==> config.mk <==
export PLATFORM = sky130hd
export DESIGN_NAME = converter_ctrl
export DESIGN_NICKNAME = d
export VERILOG_FILES = /design/src/level_store.v /design/src/converter_ctrl.v
export VERILOG_INCLUDE_DIRS = /design/src /design/src/shared
export SDC_FILE = /design/constraint.sdc
export NUM_CORES = 1
export LEC_CHECK = 0
export BUFFER_PORTS_ARGS = -buffer_cell sky130_fd_sc_hd__buf_2
export CAP_MARGIN = 20
export CORE_ASPECT_RATIO = 0.9
export CORE_MARGIN = 3
export CORE_UTILIZATION = 55
export CTS_CLUSTER_SIZE = 8
export DETAILED_ROUTE_END_ITERATION = 10
export GPL_TIMING_DRIVEN = 0
export PLACE_DENSITY = 0.9
export SLEW_MARGIN = 25
export SYNTH_ARGS = -nofsm -noshare
export SYNTH_HDL_FRONTEND = slang
export SYNTH_SLANG_ARGS = --single-unit
==> constraint.sdc <==
create_clock -name clk -period 5 [get_ports clk]
set_input_delay 1 -clock clk [delete_from_list [all_inputs] [get_ports clk]]
set_output_delay 1 -clock clk [all_outputs]
set_load 0.05 [all_outputs]
==> src/shared/converter_map.vh <==
// Register indices, field positions and reset values of the four-channel converter control
`ifndef CONVERTER_MAP_VH
`define CONVERTER_MAP_VH
`define CTRL_IDX        3'h0
`define LEVEL0_IDX      3'h1
`define LEVEL1_IDX      3'h2
`define LEVEL2_IDX      3'h3
`define LEVEL3_IDX      3'h4
`define ENABLE_LSB      0
`define ENABLE_MSB      3
`define CTRL_RESET      8'h00
`define LEVEL_RESET     8'h00
`define ZERO_CODE       8'h00
`endif

==> src/level_store.v <==
// Four byte-wide channel level registers with registered read data
module level_store (
    // Clock and control
    input  wire       clk,
    input  wire       rstn,
    input  wire       ce,
    // Write port
    input  wire       wr_en,
    input  wire [1:0] wr_sel,
    input  wire [7:0] wr_data,
    // Read port
    input  wire [1:0] rd_sel,
    output reg  [7:0] rd_data,
    // All levels, flat, channel 0 in the low byte
    output wire [31:0] levels
);
`include "converter_map.vh"

    reg [7:0] mem_q [0:3];
    integer i;

    assign levels = {mem_q[3], mem_q[2], mem_q[1], mem_q[0]};

    always @(posedge clk) begin
        if (!rstn) begin
            for (i = 0; i < 4; i = i + 1) begin
                mem_q[i] <= `LEVEL_RESET;
            end
            rd_data <= `LEVEL_RESET;
        end else if (ce) begin
            if (wr_en) begin
                mem_q[wr_sel] <= wr_data;
            end
            rd_data <= mem_q[rd_sel];
        end
    end
endmodule

==> src/converter_ctrl.v <==
// Control logic of the four-channel 8-bit output converter
module converter_ctrl (
    // Clock, reset and enable
    input  wire        clk,
    input  wire        rstn,
    input  wire        ce,
    // Hardware reset pin, active high pulse
    input  wire        hardware_reset_pin,
    // Chip idle mode
    input  wire        idle_mode,
    // Peripheral register port
    input  wire [2:0]  reg_addr,
    input  wire        reg_wr,
    input  wire        reg_rd,
    input  wire [7:0]  reg_wdata,
    output reg  [7:0]  reg_rdata,
    output reg         reg_rvalid,
    // Converter codes, channel 0 in the low byte
    output reg  [31:0] analog_out_pins,
    output reg  [3:0]  channel_active,
    output reg  [3:0]  conv_start,
    output reg         converter_run
);
`include "converter_map.vh"

    // Stored control state and read tracking
    reg  [3:0]  channel_enable_bits_q;
    reg         rd_ctrl_q;
    reg  [2:0]  rd_addr_q;
    // Level store side
    wire [7:0]  store_rdata;
    wire [31:0] channel_level_regs;
    // Decoded requests and gating
    wire [7:0]  ctrl_reset_val;
    wire [7:0]  ctrl_view;
    wire        any_reset;
    wire        ctrl_wr;
    wire        ctrl_rd;
    wire        level_wr;
    wire [1:0]  level_idx;
    wire [3:0]  level_hot;
    wire [3:0]  live;
    wire        any_live;
    // Next values of the registered outputs
    reg  [31:0] pins_d;
    reg  [3:0]  start_d;

    // Index decoding shared by the write, read and pulse paths
    function is_ctrl;
        input [2:0] a;
        begin
            is_ctrl = (a == `CTRL_IDX);
        end
    endfunction

    function is_level;
        input [2:0] a;
        begin
            is_level = (a >= `LEVEL0_IDX) && (a <= `LEVEL3_IDX);
        end
    endfunction

    function [1:0] level_sel;
        input [2:0] a;
        reg   [2:0] d;
        begin
            d = a - `LEVEL0_IDX;
            level_sel = d[1:0];
        end
    endfunction

    function [3:0] level_onehot;
        input [2:0] a;
        begin
            if (is_level(a)) begin
                level_onehot = 4'h1 << level_sel(a);
            end else begin
                level_onehot = 4'h0;
            end
        end
    endfunction

    // Disabled or idle channels send code zero, which the stage turns into ground
    function [7:0] gate_code;
        input       on;
        input [7:0] code;
        begin
            if (on) begin
                gate_code = code;
            end else begin
                gate_code = `ZERO_CODE;
            end
        end
    endfunction

    // Warm reset from the pin acts like the power-up reset
    assign any_reset      = !rstn || hardware_reset_pin;
    assign ctrl_reset_val = `CTRL_RESET;
    // Reserved bits are not stored, so they read back as zero
    assign ctrl_view      = {4'h0, channel_enable_bits_q};
    assign ctrl_wr        = reg_wr && is_ctrl(reg_addr);
    assign ctrl_rd        = reg_rd && is_ctrl(reg_addr);
    assign level_wr       = reg_wr && is_level(reg_addr);
    assign level_idx      = level_sel(reg_addr);
    // One-hot of the channel whose level is written in this cycle
    assign level_hot      = level_wr ? level_onehot(reg_addr) : 4'h0;
    // Idle gates only the outputs, never the stored values
    assign live           = idle_mode ? 4'h0 : channel_enable_bits_q;
    assign any_live       = |live;

    level_store u_store (
        .clk     (clk),
        .rstn    (!any_reset),
        .ce      (ce),
        .wr_en   (level_wr),
        .wr_sel  (level_idx),
        .wr_data (reg_wdata),
        .rd_sel  (level_idx),
        .rd_data (store_rdata),
        .levels  (channel_level_regs)
    );

    always @(posedge clk) begin
        if (any_reset) begin
            channel_enable_bits_q <= ctrl_reset_val[`ENABLE_MSB:`ENABLE_LSB];
        end else if (ce && ctrl_wr) begin
            // Upper bits are dropped on write
            channel_enable_bits_q <= reg_wdata[`ENABLE_MSB:`ENABLE_LSB];
        end
    end

    // Read index is captured on every cycle with ce high; reg_rvalid says when it counts
    always @(posedge clk) begin
        if (any_reset) begin
            rd_ctrl_q  <= 1'b0;
            rd_addr_q  <= 3'h0;
            reg_rvalid <= 1'b0;
        end else if (ce) begin
            rd_ctrl_q  <= ctrl_rd;
            rd_addr_q  <= reg_addr;
            reg_rvalid <= reg_rd;
        end
    end

    // Read data is a mux of registers, so it stands as long as reg_rvalid
    always @* begin
        case (rd_addr_q)
            `CTRL_IDX: begin
                reg_rdata = rd_ctrl_q ? ctrl_view : 8'h00;
            end
            `LEVEL0_IDX, `LEVEL1_IDX, `LEVEL2_IDX, `LEVEL3_IDX: begin
                reg_rdata = store_rdata;
            end
            default: begin
                reg_rdata = 8'h00;
            end
        endcase
    end

    // Codes of live channels go out unchanged: the analog stage is linear and unsigned
    always @* begin
        pins_d[7:0]   = gate_code(live[0], channel_level_regs[7:0]);
        pins_d[15:8]  = gate_code(live[1], channel_level_regs[15:8]);
        pins_d[23:16] = gate_code(live[2], channel_level_regs[23:16]);
        pins_d[31:24] = gate_code(live[3], channel_level_regs[31:24]);
    end

    always @* begin
        start_d = live & level_hot;
    end

    always @(posedge clk) begin
        if (any_reset) begin
            analog_out_pins <= {4{`ZERO_CODE}};
        end else if (ce) begin
            analog_out_pins <= pins_d;
        end
    end

    // Per-channel live view, registered together with the codes
    always @(posedge clk) begin
        if (any_reset) begin
            channel_active <= 4'h0;
        end else if (ce) begin
            channel_active <= live;
        end
    end

    // Run flag lets the analog stage power down when nothing is live
    always @(posedge clk) begin
        if (any_reset) begin
            converter_run <= 1'b0;
        end else if (ce) begin
            converter_run <= any_live;
        end
    end

    // Pulse marks a new conversion on each level write to a live channel
    always @(posedge clk) begin
        if (any_reset) begin
            conv_start <= 4'h0;
        end else if (ce) begin
            conv_start <= start_d;
        end
    end
endmodule

==> impl_metrics.yaml <==
placed_design:
  io_buffers: 67
  dp_hpwl_um: 7139
  dpl_worst_slack_ps: 1277
  placed_area_um2: 4194
  dp_cells: 495
  place.gp.congestion: 0.8582
clocking:
  cts.htree.levels: 3
  cts_sinks: 90
  path_clk_slew_ps: 90
  ctsHoldBuffers: 0
  cts_tree: "built"
  cts_setup_buffers: 0
  clock_latency_ps: 370
  cts_buffer_depth: 2
  root_buffer: "clkbuf_8"
  cts-resized-gates: 0
  numCtsBuffers: 9
layout:
  final_cells: 511
  diodes: 0
  layout.nets: 442
  drive_gt1_share_pct: 23.82
  postLayoutCoreUtil_pct: 69.17
  syn_to_final_growth_pct: 17.78
  stdcell_area_um2: 4393
critical_path:
  critical_path_depth: 8
  critPathSlowestCell: "o31ai_2"
  worstRegToRegCells: 4
  cp_cell_sequence: "buf_2 > buf_6 > buf_4 > inv_1 > ha_1 > clkbuf_1 > clkbuf_1 > o31ai_2"
  crit_fanout: 10
  start_kind: "primary input"
  crit_path_end_kind: "flip-flop"
  crit_required_ps: 5000
  critical-path-top-delay-family: "buffers and inverters"
  cpPeakStageDelay_ps: 820
  cp_common_cell: "clkbuf_1"
  crit_buf_inv: 6
  arrival_ps: 3380
  crit_type: "in2reg"
status:
  status: "complete, no violations"
sta:
  fin_skew_ps: 11.34
  maxSlewViolCount: 0
  max_freq_mhz: 295.6
  setup_viol: 0
  hold_violations: 0
  grt_setup_unrepaired: "false"
  worstMarginPinSlew_ps: 988.1
  setup_tns_ps: 0
  fin_crit_sh_pct: 67.65
  setup_ws_ps: 1618
  slew_headroom_pct: 33.73
  period_minus_slack_ps: 3382
floorplanning:
  start_util_pct: 58.73
  die_y_um: 84.13
  pin_count: 68
  rows: 27
  die_w_um: 92.81
  dieArea_um2: 7807
  core-area_um2: 6351
global_routing:
  antenna_found_initial: 0
  grt_max_degree: 17
  grt_pass1_vias: 3001
  grt_pass1_wl_um: 15810
  grt_use_total_pct: 26.45
  grt-ovfl-total: 0
logic_synthesis:
  yosysSeqAreaShare_pct: 56.89
  netlist_area_um2: 3730
  syn-instance-count: 341
  synth_nets: 364
  ys_warn_count: 0
  synth_cell_type_count: 35
  ys_ff_latch: 90
  avgSynthCellArea_um2: 10.94
power_and_ir_drop:
  p_leak_uw: 0.001851
  ir_drop_uv: 215.6
  power_density_nw_per_um2: 315.7
drt:
  drc: 0
  routed_wirelength_um: 9976
  first_pass_iters: 6
  num_vias: 3072
  drt-initial-drc-count: 291
  via_per_inst: 6.012
  postRouteAntennaNets: 0
  wire_per_inst_um: 19.52
worst_hold_path:
  hold_depth: 2
  hold_path.class: "reg2reg"
run:
  drv_cap: 0
power by group:
part / internal [uW] / switching (uW) / leakage [uW]
sequential: 776 / 14.8 / 0.000817
clock: 214 / 271 / 0.0000986
combinational: 37.2 / 73.0 / 0.000935
cell families after synthesis:
logic type	share of synthesized area [%]
DFF	56.89
AOI/OAI and AO/OA	10.47
muxes	9.158
xor gates and xnor gates	0.2349
buffers and inverters	3.824
and+or+nand+nor	17.75
adders and majority gates	1.677
flip-flops by register name, summed over array words and instances, names as in the netlist:
register	cells
u_store.mem_q	32
conv_start	4
reg_rvalid	1
channel_enable_bits_q	4
rd_ctrl_q	1
u_store.rd_data	8
converter_run	1
channel_active	4
rd_addr_q	3
analog_out_pins	32
cell usage after synthesis, drive strengths merged:
cell      n  area share, %
nor2     61            6.1
dfxtp    58             31
a22oi    32            6.4
edfxtp   32             26
clkbuf   20            2.0
nand3    20            2.7
mux2i    15            4.0
and3     14            2.3
and2     11            1.8
a21oi     8            1.1
mux4      8            5.1
buf       6            1.2
nand2     6           0.60
o21ai     6           0.81
ha        5            1.7
inv       5           0.50
and3b     4           0.94
o31ai     4           0.81
a31oi     3           0.50
nor2b     3           0.50
nor4      3           0.50
o21a      3           0.60
nand2b    2           0.34
nand4     2           0.34
nand4b    2           0.47
nor3      2           0.27
and4      1           0.30
clkinv    1           0.10
o2bb2ai   1           0.23
or3       1           0.17
or4       1           0.30
xnor2     1           0.23
cells in the final DEF, fill, tap and decap left out, types with 3 or more instances in the layout:
master,netlist,final
a21oi_1,8,8
a22oi_1,32,32
a31oi_1,3,3
and2_1,11,11
and3_1,14,14
and3b_1,4,4
buf_2,3,70
clkbuf_1,20,20
clkbuf_8,0,9
dfxtp_1,58,58
edfxtp_1,32,32
ha_1,5,5
inv_1,5,5
inv_6,0,3
mux2i_1,15,15
mux4_1,3,3
mux4_2,5,5
nand2_1,6,6
nand3_1,20,20
nor2_1,61,61
nor2b_1,3,3
o21a_1,3,3
o21ai_0,6,6
o31ai_2,0,4
per-layer routing:
metal  wire, um  track usage, %  part of all wire [%]
met5          0               0                     0
met4        278           10.65                   2.8
met3        998           8.206                    10
met2       4636           40.88                    46
met1       4063           34.78                    41
worst min-delay path: cells and delay by family, from the launching register on:
family	cells	cell delay [ps]
compound gates	1	60
simple gates	1	60
flops	1	320
worst paths after layout:
| check | start | endpoint | slack, ps |
|---|---|---|---|
| max | reg_addr[0] | u_store.mem_q[3][1] | 1620 |
| min | conv_start[0] | conv_start[0] | 470 |
| min reg2reg | conv_start[0] | conv_start[0] | 470 |
| max reg2reg | channel_enable_bits_q[1] | conv_start[1] | 3490 |
final cells by class:
type	count	area, um^2
Multi-Input combinational cell	219	1491
Clock inverter	6	43.79
Fill cell	483	1958
Tap cell	87	108.9
Clock buffer	10	148.9
Buffer	26	120.1
Inverter	6	22.52
Sequential cell	90	2122
Timing Repair Buffer	67	335.3
metrics by stage:
step                      hold slack, ps  total power [uW]
after floorplan                    451.5             867.8
after global placement             450.4             905.0
after detailed placement           463.7             912.6
after CTS                          476.6              1385
after global routing               501.7              1427
final                              474.3              1387
Power figures use the tool's default switching activity.
